File: config.mk
export PLATFORM = sky130hd
export DESIGN_NAME = ldi_target
export DESIGN_NICKNAME = d
export VERILOG_FILES = /design/src/pkg/ldi_pkg.sv /design/src/logic/ldi_strap_decode.sv /design/src/logic/ldi_target.sv
export SDC_FILE = /design/constraint.sdc
export NUM_CORES = 1
export LEC_CHECK = 0
export BUFFER_PORTS_ARGS = -buffer_cell sky130_fd_sc_hd__buf_2
export CAP_MARGIN = 20
export CORE_UTILIZATION = 40
export DETAILED_ROUTE_END_ITERATION = 8
export PLACE_DENSITY = 0.56
export SLEW_MARGIN = 5
export SYNTH_ARGS = -nofsm -noshare
export SYNTH_HDL_FRONTEND = slang
export SYNTH_SLANG_ARGS = --single-unit
File: constraint.sdc
create_clock -name clk -period 3.7 [get_ports clk]
set_clock_uncertainty 0.15 [all_clocks]
set_input_delay 0.74 -clock clk [delete_from_list [all_inputs] [get_ports clk]]
set_output_delay 0.74 -clock clk [all_outputs]
set_load 0.01 [all_outputs]
File: src/pkg/ldi_pkg.sv
// Constants and carrier types of the LED driver serial target port.
// Assumes a single core clock; pin inputs arrive asynchronous to it.
package ldi_pkg;

	// ----------------------------------------
	// Address layout
	// ----------------------------------------
	localparam logic [2:0] LDI_ADDR_FIXED = 3'h4;
	localparam int LDI_DIR_POS = 0;
	localparam logic [1:0] LDI_STRAP_GND = 2'h0;
	localparam logic [1:0] LDI_STRAP_SCL = 2'h1;
	localparam logic [1:0] LDI_STRAP_SDA = 2'h2;
	localparam logic [1:0] LDI_STRAP_VCC = 2'h3;

	// ----------------------------------------
	// Timing
	// ----------------------------------------
	localparam int LDI_CLK_NS = 100;
	localparam int LDI_SCL_HIGH_MIN_NS = 260;
	// Synchroniser plus edge detect needs this many samples of a high phase
	localparam int LDI_SCL_HIGH_MIN_CYC = (LDI_SCL_HIGH_MIN_NS + LDI_CLK_NS - 1) / LDI_CLK_NS;
	localparam int LDI_SAMPLES_NEEDED = 2;

	// ----------------------------------------
	// Reset values
	// ----------------------------------------
	localparam logic [7:0] LDI_PTR_RST = 8'h00;

	// ----------------------------------------
	// Types
	// ----------------------------------------
	typedef struct packed {
		logic [7:0] addr;
		logic [7:0] data;
	} ldi_wr_t;

	typedef struct packed {
		logic scl;
		logic sda;
		logic strap_high;
		logic strap_low;
	} ldi_pins_t;

	typedef enum logic [8:0] {
		LDI_IDLE = 9'h001,
		LDI_ADDR = 9'h002,
		LDI_ACK_ADDR = 9'h004,
		LDI_REG = 9'h008,
		LDI_ACK_REG = 9'h010,
		LDI_WDATA = 9'h020,
		LDI_ACK_DATA = 9'h040,
		LDI_RDATA = 9'h080,
		LDI_RACK = 9'h100
	} ldi_state_t;

endpackage

File: src/logic/ldi_strap_decode.sv
// Four-level strap decoder for the two address strap pins.
// Assumes synchronised strap, clock and data levels on the core clock.
`timescale 1ns/1ps
module ldi_strap_decode
	import ldi_pkg::*;
(
	// Clock and reset
	input wire logic clk,
	input wire logic rst_n,
	// Synchronised levels
	input wire logic scl,
	input wire logic sda,
	input wire logic [1:0] strap,
	// Decoded bits, pair 1 above pair 0
	output logic [3:0] addr_bits
);

	// ----------------------------------------
	// Observation flags per pin
	// ----------------------------------------
	logic [1:0] seen_high, seen_low, off_scl;
	logic [1:0] next_seen_high, next_seen_low, next_off_scl;
	// Synchroniser reset values are not pin levels; flags wait two edges
	logic [1:0] armed, next_armed;

	function automatic logic [1:0] ldi_level(input logic hi, input logic lo, input logic off);
		if (!hi)
			ldi_level = LDI_STRAP_GND;
		else if (!lo)
			ldi_level = LDI_STRAP_VCC;
		else if (!off)
			ldi_level = LDI_STRAP_SCL;
		else
			ldi_level = LDI_STRAP_SDA;
	endfunction

	always_comb
	begin
		next_armed = {armed[0], 1'b1};
		for (int i = 0; i < 2; i++)
		begin
			next_seen_high[i] = seen_high[i] | (armed[1] & strap[i]);
			next_seen_low[i] = seen_low[i] | (armed[1] & ~strap[i]);
			// A data-tied strap parts from the clock at the very first start
			next_off_scl[i] = off_scl[i] | (armed[1] & (strap[i] != scl));
		end
	end

	always_ff @(posedge clk or negedge rst_n)
	begin
		if (!rst_n)
		begin
			seen_high <= 2'h0;
			seen_low <= 2'h0;
			off_scl <= 2'h0;
			armed <= 2'h0;
		end
		else
		begin
			armed <= next_armed;
			seen_high <= next_seen_high;
			seen_low <= next_seen_low;
			off_scl <= next_off_scl;
		end
	end

	// Limitation: clock and data straps both look high until the bus moves
	always_comb
	begin
		addr_bits[3:2] = ldi_level(seen_high[1], seen_low[1], off_scl[1]);
		addr_bits[1:0] = ldi_level(seen_high[0], seen_low[0], off_scl[0]);
	end

	// sda is unused beyond keeping the port symmetric for the bench
	logic unused_sda;
	assign unused_sda = sda;

endmodule

File: src/logic/ldi_target.sv
// Serial bus target port of the LED driver: address match, register
// pointer, byte writes with auto-increment and repeated-start reads.
// Assumes the register bank sits on clk and answers rd_data in time.
//
// How it works
// - First byte: seven address bits above, direction bit below; zero writes.
// - Own address is 100, then high strap pair, then low strap pair.
// - Strap ground 00, clock line 01, data line 10, supply 11.
// - Data is sampled while the clock is high and held stable then.
// - Data line stays released and high when the bus is idle.
// - Falling data with clock high is a start; compare the next byte.
// - Device pulls data low during the ninth pulse only on address match.
// - After a write address, the register address byte is acknowledged.
// - Each following data byte is received and acknowledged.
// - Rising data with clock high is a stop; return to idle.
// - Pointer increments during each data acknowledge for consecutive registers.
// - Read: write register address, repeated start, then read address returns data.
// - Any register of the map can be returned by a read.
`timescale 1ns/1ps
module ldi_target
	import ldi_pkg::*;
(
	// Clock and reset
	input wire logic clk,
	input wire logic rst_n,
	// Bus and strap pins
	input wire logic scl_in,
	input wire logic sda_in,
	output logic sda_out,
	output logic sda_oe,
	input wire logic strap_in_low,
	input wire logic strap_in_high,
	// Register bank write side
	output ldi_pkg::ldi_wr_t wr,
	output logic wr_valid,
	// Register bank read side
	output logic rd_req,
	output logic [7:0] rd_addr,
	input wire logic [7:0] rd_data,
	// Status
	output logic busy
);
	import ldi_pkg::*;

	initial
	begin
		if (LDI_SCL_HIGH_MIN_CYC < LDI_SAMPLES_NEEDED)
			$error("Core clock too slow for the serial clock");
	end

	// ----------------------------------------
	// Pin synchronisers
	// ----------------------------------------
	ldi_pins_t pin_meta, pin_sync, pin_prev;

	always_ff @(posedge clk or negedge rst_n)
	begin
		if (!rst_n)
		begin
			pin_meta <= 4'hf;
			pin_sync <= 4'hf;
			pin_prev <= 4'hf;
		end
		else
		begin
			pin_meta <= {scl_in, sda_in, strap_in_high, strap_in_low};
			pin_sync <= pin_meta;
			pin_prev <= pin_sync;
		end
	end

	logic scl_rise, scl_fall, start_seen, stop_seen;
	assign scl_rise = pin_sync.scl & ~pin_prev.scl;
	assign scl_fall = ~pin_sync.scl & pin_prev.scl;
	assign start_seen = pin_sync.scl & pin_prev.scl & pin_prev.sda & ~pin_sync.sda;
	assign stop_seen = pin_sync.scl & pin_prev.scl & ~pin_prev.sda & pin_sync.sda;

	// ----------------------------------------
	// Own address
	// ----------------------------------------
	logic [3:0] strap_bits;
	logic [6:0] own_addr;

	ldi_strap_decode u_strap (
		.clk(clk),
		.rst_n(rst_n),
		.scl(pin_sync.scl),
		.sda(pin_sync.sda),
		.strap({pin_sync.strap_high, pin_sync.strap_low}),
		.addr_bits(strap_bits)
	);

	assign own_addr = {LDI_ADDR_FIXED, strap_bits};

	// ----------------------------------------
	// Transfer state
	// ----------------------------------------
	ldi_state_t st, next_st;
	logic [2:0] bit_cnt, next_bit_cnt;
	logic [7:0] shreg, next_shreg;
	logic [7:0] txbyte, next_txbyte;
	logic [7:0] ptr, next_ptr;
	logic rw, next_rw;
	logic next_sda_oe, next_wr_valid, next_rd_req, next_busy;
	ldi_wr_t next_wr;
	logic [7:0] next_rd_addr;
	logic [7:0] byte_in;

	assign byte_in = {shreg[6:0], pin_sync.sda};

	always_comb
	begin
		next_st = st;
		next_bit_cnt = bit_cnt;
		next_shreg = shreg;
		next_txbyte = txbyte;
		next_ptr = ptr;
		next_rw = rw;
		next_sda_oe = sda_oe;
		next_wr = wr;
		next_wr_valid = 1'b0;
		next_rd_req = 1'b0;
		next_rd_addr = rd_addr;
		if (start_seen)
		begin
			// Repeated start keeps the pointer for the read that follows
			next_st = LDI_ADDR;
			next_bit_cnt = 3'h0;
			next_sda_oe = 1'b0;
		end
		else if (stop_seen)
		begin
			next_st = LDI_IDLE;
			next_sda_oe = 1'b0;
		end
		else
		begin
			case (st)
				LDI_IDLE:
				begin
					next_sda_oe = 1'b0;
				end
				LDI_ADDR, LDI_REG, LDI_WDATA:
				begin
					if (scl_rise)
					begin
						next_shreg = byte_in;
						next_bit_cnt = bit_cnt + 3'h1;
						if (bit_cnt == 3'h7)
						begin
							if (st == LDI_ADDR)
							begin
								if (byte_in[7:1] == own_addr)
								begin
									next_st = LDI_ACK_ADDR;
									next_rw = byte_in[LDI_DIR_POS];
									next_rd_req = byte_in[LDI_DIR_POS];
									next_rd_addr = ptr;
								end
								else
									next_st = LDI_IDLE;
							end
							else if (st == LDI_REG)
							begin
								next_ptr = byte_in;
								next_st = LDI_ACK_REG;
							end
							else
								next_st = LDI_ACK_DATA;
						end
					end
				end
				LDI_ACK_ADDR, LDI_ACK_REG, LDI_ACK_DATA:
				begin
					if (scl_fall && !sda_oe)
					begin
						next_sda_oe = 1'b1;
						if (st == LDI_ACK_DATA)
						begin
							next_wr = '{addr: ptr, data: shreg};
							next_wr_valid = 1'b1;
							next_ptr = ptr + 8'h01;
						end
					end
					else if (scl_fall)
					begin
						next_bit_cnt = 3'h0;
						if (st == LDI_ACK_ADDR && rw)
						begin
							next_st = LDI_RDATA;
							next_txbyte = rd_data;
							next_sda_oe = ~rd_data[7];
						end
						else
						begin
							next_st = (st == LDI_ACK_ADDR) ? LDI_REG : LDI_WDATA;
							next_sda_oe = 1'b0;
						end
					end
				end
				LDI_RDATA:
				begin
					if (scl_fall)
					begin
						next_bit_cnt = bit_cnt + 3'h1;
						next_txbyte = {txbyte[6:0], 1'b0};
						if (bit_cnt == 3'h7)
						begin
							next_sda_oe = 1'b0;
							next_st = LDI_RACK;
						end
						else
							next_sda_oe = ~txbyte[6];
					end
				end
				LDI_RACK:
				begin
					if (scl_rise)
					begin
						if (!pin_sync.sda)
						begin
							// Next byte is fetched now, driven at the coming fall
							next_ptr = ptr + 8'h01;
							next_rd_addr = ptr + 8'h01;
							next_rd_req = 1'b1;
							next_rw = 1'b1;
						end
						else
						begin
							next_st = LDI_IDLE;
							next_rw = 1'b0;
						end
					end
					else if (scl_fall && rw)
					begin
						next_st = LDI_RDATA;
						next_bit_cnt = 3'h0;
						next_txbyte = rd_data;
						next_sda_oe = ~rd_data[7];
					end
				end
				default:
				begin
					next_st = LDI_IDLE;
					next_sda_oe = 1'b0;
				end
			endcase
		end
		next_busy = (next_st != LDI_IDLE);
	end

	always_ff @(posedge clk or negedge rst_n)
	begin
		if (!rst_n)
		begin
			st <= LDI_IDLE;
			bit_cnt <= 3'h0;
			shreg <= 8'h00;
			txbyte <= 8'h00;
			ptr <= LDI_PTR_RST;
			rw <= 1'b0;
			sda_oe <= 1'b0;
			sda_out <= 1'b0;
			wr <= '0;
			wr_valid <= 1'b0;
			rd_req <= 1'b0;
			rd_addr <= LDI_PTR_RST;
			busy <= 1'b0;
		end
		else
		begin
			st <= next_st;
			bit_cnt <= next_bit_cnt;
			shreg <= next_shreg;
			txbyte <= next_txbyte;
			ptr <= next_ptr;
			rw <= next_rw;
			sda_oe <= next_sda_oe;
			sda_out <= 1'b0;
			wr <= next_wr;
			wr_valid <= next_wr_valid;
			rd_req <= next_rd_req;
			rd_addr <= next_rd_addr;
			busy <= next_busy;
		end
	end

endmodule

== After elaboration in Yosys (flattened, before gate mapping) ==
Index checks and enable logic that the tools add are counted.
Operators by class
  add/subtract/negate cells: 2
  equal/unequal tests: 42
  multiplexer cells: 83
  bitwise gates (word level): 29
  reduce and logical (&&, ||, !) cells: 18
Operators with widths (count)
  two-way mux 9 bit: 12
  two-way mux 8 bit: 13
  two-way mux 7 bit: 7
  one-hot mux 9 bit (5 select lines): 1
  != test 2 bit, second input constant: 17
  two-way mux 1 bit: 27
  two-way mux 3 bit: 9
  one-hot mux 8 bit (3 select lines): 1
  != test 3 bit, second input constant: 7
  one-hot mux 7 bit (3 select lines): 1
  AND reduction 9 bit: 2
  one-hot mux 8 bit (2 select lines): 1
  AND reduction 8 bit: 2
  bitwise AND 1 bit: 13
  two-way mux 2 bit: 6
  != test 4 bit, second input constant: 3
  one-hot mux 3 bit (4 select lines): 1
  AND reduction 11 bit: 1
  inverter 1 bit: 10
  AND reduction 5 bit: 2
  equality test 9 x 1 -> 1 bit, second input constant: 1
  equality test 9 x 2 -> 1 bit, second input constant: 1
  equality test 9 x 3 -> 1 bit, second input constant: 1
  equality test 9 x 4 -> 1 bit, second input constant: 1
  23 further kinds: 34
Word-level totals
  bits in registers: 82
  logic and storage cells: 201
  bits of input ports: 14
  output and inout port bits: 29

== Logic depth before layout (Yosys ltp) ==
  depth after elaboration: 12
  depth in mapped cells: 11
  depth with buffers taken out: 9

== Cells and area by module ==
A second synthesis with hierarchy kept.
Unflattened totals
  cell total of the unflattened synthesis: 414
  area, all modules: 4346.7 µm²
Modules (own cells, without submodules)
  ldi_target: area each 4033.9 µm², seq. area each 1865.5 µm², times used 1, cells each 389
  ldi_strap_decode: area each 312.8 µm², seq. area each 200.2 µm², times used 1, cells each 25

== Worst setup path after synthesis ==
OpenSTA, ideal clock, no wires.
  kind: flip-flop to flip-flop
  start: reg st[2]
  end: reg ptr[1]
  data required time: 3.425 ns
  stages on the path, launching flop included: 10
  slack: 0.952 ns
  clock period less this slack: 2.748 ns
  setup time: 0.125 ns
  arrival time: 2.473 ns
  buffers on the path: 2
  path through: dfrtp_1 clkbuf_1 nor2_1 nand4_1 inv_1 clkbuf_1 ha_1 or3_1 a2111oi_4 mux2_2
Between the ends
  longest elaborated chain between the ends: 4
  elaborated cells on any way between the ends: 20
  classes of those cells: 15 x eq/ne; 1 x mux; 4 x reduce/logical
RTL lines
  from (decl): line ldi_target.sv:98  | ldi_state_t st, next_st;
  from (signal assigned): line ldi_target.sv:272  | st <= next_st;
  equality test 9 x 7 -> 1 bit, or another cell as far along: line ldi_target.sv:138, ldi_target.sv:178
  OR reduction 3 bit: line ldi_target.sv:138  | case (st)
  != test 2 bit (no source line) / nonzero test 3 bit (equally long branches)
  AND reduction 11 bit (no source line)
  to (signal assigned): line ldi_target.sv:276  | ptr <= next_ptr;
  to (decl): line ldi_target.sv:102  | logic [7:0] ptr, next_ptr;
Several ways; a longest one is shown, not always the timed one.
A chain may end at the register's enable or synchronous reset.

== Worst setup path in the final report ==
  start: reg st[8]
  end: reg ptr[0]
Same word-level chain as after synthesis.

==> results by group <==
Outcome
  – Status: finished clean

Clock network
  – Post-CTS setup buffers: 0
  – Root buf cell: clkbuf_8
  – Post-CTS Hold Buffers: 0
  – CTS tree: done
  – Num CTS Buffers: 9
  – Clock Path Buffers: 2
  – H-tree depth: 3
  – Clk_lat worst skew: 0.36 ns
  – Gates resized, CTS repair: 0
  – Clk slew on worst S/H paths: 0.11 ns
  – Clk sinks: 82

Global route
  – GRT busiest layer: met2
  – Grt met3 use: 0.0256
  – Number of global-route vias before repair: 2956
  – GR Layer Usage met2: 0.281
  – Overall Global Routing Usage: 0.184
  – Antenna violations before repair: 0
  – First-pass GRT wire length: 15.7 mm
  – Largest net degree at the start of global routing: 37
  – Met1 Track Usage GR: 0.264
  – Grt ovf: 0

Setup path
  – Slowest CP cell: or4_4
  – Worst R2R Path Depth: 7
  – Worst-path maximum fanout: 11
  – Critical Path Source Type: flop
  – Worst path depth: 7
  – CP Class: reg -> reg
  – Reg2reg end: ptr[0]
  – CP cell instances: or4_4 -> nor4_4 -> a41oi_2 -> a2111oi_4 -> buf_4 -> a21oi_1 -> a31oi_1
  – Setup slack, reg-to-reg: 0.86 ns
  – Worst endpoint required time: 3.84 ns
  – CP peak stage delay: 0.63 ns
  – Crit. Startpoint: st[8]
  – Critical path's top delay family: simple AND/OR/NAND/NOR gates
  – CP Capture Point: ptr[0]
  – Worst path buffer plus inverter count: 1
  – Reg2reg start: st[8]
  – Critical Path Sink Type: flop
  – Worst Path Arrival: 2.98 ns

Cells and area
  – Register Area: 2070 µm²
  – Area of the multi-input gates: 2050 µm²
  – Post-layout net count: 458
  – # fillers: 985
  – Share of cells above drive strength 1: 0.317
  – Antenna cell count: 0
  – Most frequent cells in the layout: dfrtp_1 (71), buf_2 (40), nand2_1 (37)
  – Fin cells: 581
  – Area grow syn2layout: 12.5%
  – Final core utilization: 0.464
  – Most common cell after layout, fill and taps aside: dfrtp_1

Die
  – Boundary Pins: 43
  – CORE AREA: 10300 µm²
  – Die Wd: 105 µm
  – Die Ht: 105 µm
  – Die footprint: 11100 µm²
  – Row count: 37
  – Initial Util: 0.412

Yosys
  – Yosys warns: 0
  – Synth Area in Compound Gates: 0.143
  – Register area share after synthesis: 0.485
  – Mapped Avg Cell Area: 10.7 µm²
  – Syn Std Cell Area: 4260 µm²
  – FF+latch count, synth: 82
  – Synth Instances: 399
  – Top FF cell, synth: dfrtp_1
  – Netlist cell types: 66
  – Post-Synth XOR/XNOR Area: 0.0288
  – Adder-cell share of the synthesized area: 0.0118
  – Post-synthesis mux area share: 0.113
  – Simple-gate area share of the yosys netlist: 0.183
  – Post-synth ARST share: 1.00
  – Largest family of logic cells by synthesized area: simple AND/OR/NAND/NOR gates
  – Syn_nets: 417
  – Post-synth EDFFs: 0

Routing
  – Post-Route WL: 9.56 mm
  – Post-route ant nets: 0
  – Via-per-instance ratio: 5.41
  – DR vias: 3145
  – DRC: 0
  – WL/cell: 16.5 µm
  – Iteration-0 DRC Markers: 197
  – DRT Pass-1 Iters: 4

Power
  – Clock Power Share: 0.389
  – Switching Share: 0.254
  – Logic pwr share: 0.040
  – VDD IR max: 0.000193 V
  – LEAKAGE: 2.25 nW
  – Sw power: 408 µW
  – Pint: 1.20 mW
  – Pwr Density: 336 nW/µm²
  – Reg power frac: 0.571

Placed design
  – Final Wtd Congestion: 0.912
  – HPWL after detailed placement: 6.86 mm
  – Port-buffer cells: 41
  – Placed Cells: 565

Timing
  – Minimum clock period: 2.84 ns
  – Tcrit/Tclk final: 0.766
  – Slew @ Worst Pin: 0.827 ns
  – Slew Viols, Final: 0
  – RSZ-0062 raised after global routing: false
  – Achievable Freq: 0.353 GHz
  – Final hold violation count: 0
  – Final setup vio count: 0
  – Setup TNS: 0 ns
  – Max-slew headroom: 0.434

Job
  – MaxCap Viol Count: 0

Hold path
  – Worst hold path type: in -> async
[cell families after synthesis]
family,Yosys count
AOI/OAI and AO/OA,84
xor gates and xnor gates,14
adders and majority gates,4
buffers and inverters,31
DFF,82
muxes,43
other,2
and+or+nand+nor,139
[power by group through the flow]
stage          Clock, mW  Sequential, mW  Combinational (mW)
5_1_grt            0.688           0.920              0.0720
2_1_floorplan          0           0.930              0.0317
4_1_cts            0.647           0.918              0.0651
6_report           0.626           0.918              0.0635
3_3_place_gp           0           0.935              0.0659
3_5_place_dp           0           0.936              0.0648
[registers in the layout, indices dropped and copies added, names as in the netlist, 2 cells and up]
| name | cells |
|---|---|
| bit_cnt | 3 |
| pin_meta | 4 |
| pin_prev | 2 |
| pin_sync | 3 |
| ptr | 8 |
| rd_addr | 8 |
| shreg | 8 |
| st | 9 |
| txbyte | 7 |
| u_strap.armed | 2 |
| u_strap.off_scl | 2 |
| u_strap.seen_high | 2 |
| u_strap.seen_low | 2 |
| wr | 16 |
[layout make-up]
| type | count | area share |
|---|---|---|
| timing repair buffer | 50 | 0.0575 |
| sequential | 82 | 0.431 |
| clock buffer | 10 | 0.0287 |
| clock inverter | 6 | 0.0102 |
| tap | 136 | 0.0355 |
| inverter | 11 | 0.00862 |
| multi-input combinational | 286 | 0.428 |
[synth_stat cells, types with 4 or more instances]
master	count	area [µm²]
dfrtp_1	71	1780
nand2_1	37	139
mux2_2	36	405
nor2_1	23	86.3
a21oi_1	20	100
nand3_1	16	80.1
o21ai_0	14	70.1
dfstp_2	11	289
inv_1	11	41.3
buf_2	10	50.1
nor3_1	9	45.0
clkbuf_1	8	30.0
nand2b_1	8	50.1
xnor2_1	7	61.3
xor2_1	7	61.3
a21o_1	6	45.0
a21oi_2	6	52.6
and3_1	5	31.3
mux2_1	5	56.3
nor2b_1	5	31.3
or3_1	5	31.3
a22oi_1	4	30.0
and2_1	4	25.0
ha_1	4	50.1
nand4_1	4	25.0
[metrics by stage]
stage          power (mW)  instance area, µm²  worst slack [ns]  hold WS (ns)
6_report             1.61                4790             0.865         0.182
5_1_grt              1.68                4790             0.645         0.207
4_1_cts              1.63                4790             0.846         0.198
3_5_place_dp         1.00                4600             0.869         0.196
3_3_place_gp         1.00                4600             0.896         0.183
2_1_floorplan       0.962                4260             0.952         0.181
[layer usage]
metal | share of wire | up-vias
met5 | 0 | -
met4 | 0.023 | 0
met3 | 0.032 | 16
met2 | 0.45 | 69
met1 | 0.50 | 1558
li1 | - | 1502
[worst min-delay path by stage]
stage | cells past startpoint | start | slack (ns) | to
6_report | 1 | rst_n | 0.18 | ptr[1]
3_5_place_dp | 0 | u_strap.armed[0] | 0.20 | u_strap.armed[1]
3_3_place_gp | 0 | u_strap.armed[0] | 0.18 | u_strap.armed[1]
5_1_grt | 1 | rst_n | 0.21 | ptr[1]
2_1_floorplan | 0 | u_strap.armed[0] | 0.18 | u_strap.armed[1]
4_1_cts | 1 | rst_n | 0.20 | ptr[1]
(Power assumes the default switching activity.)
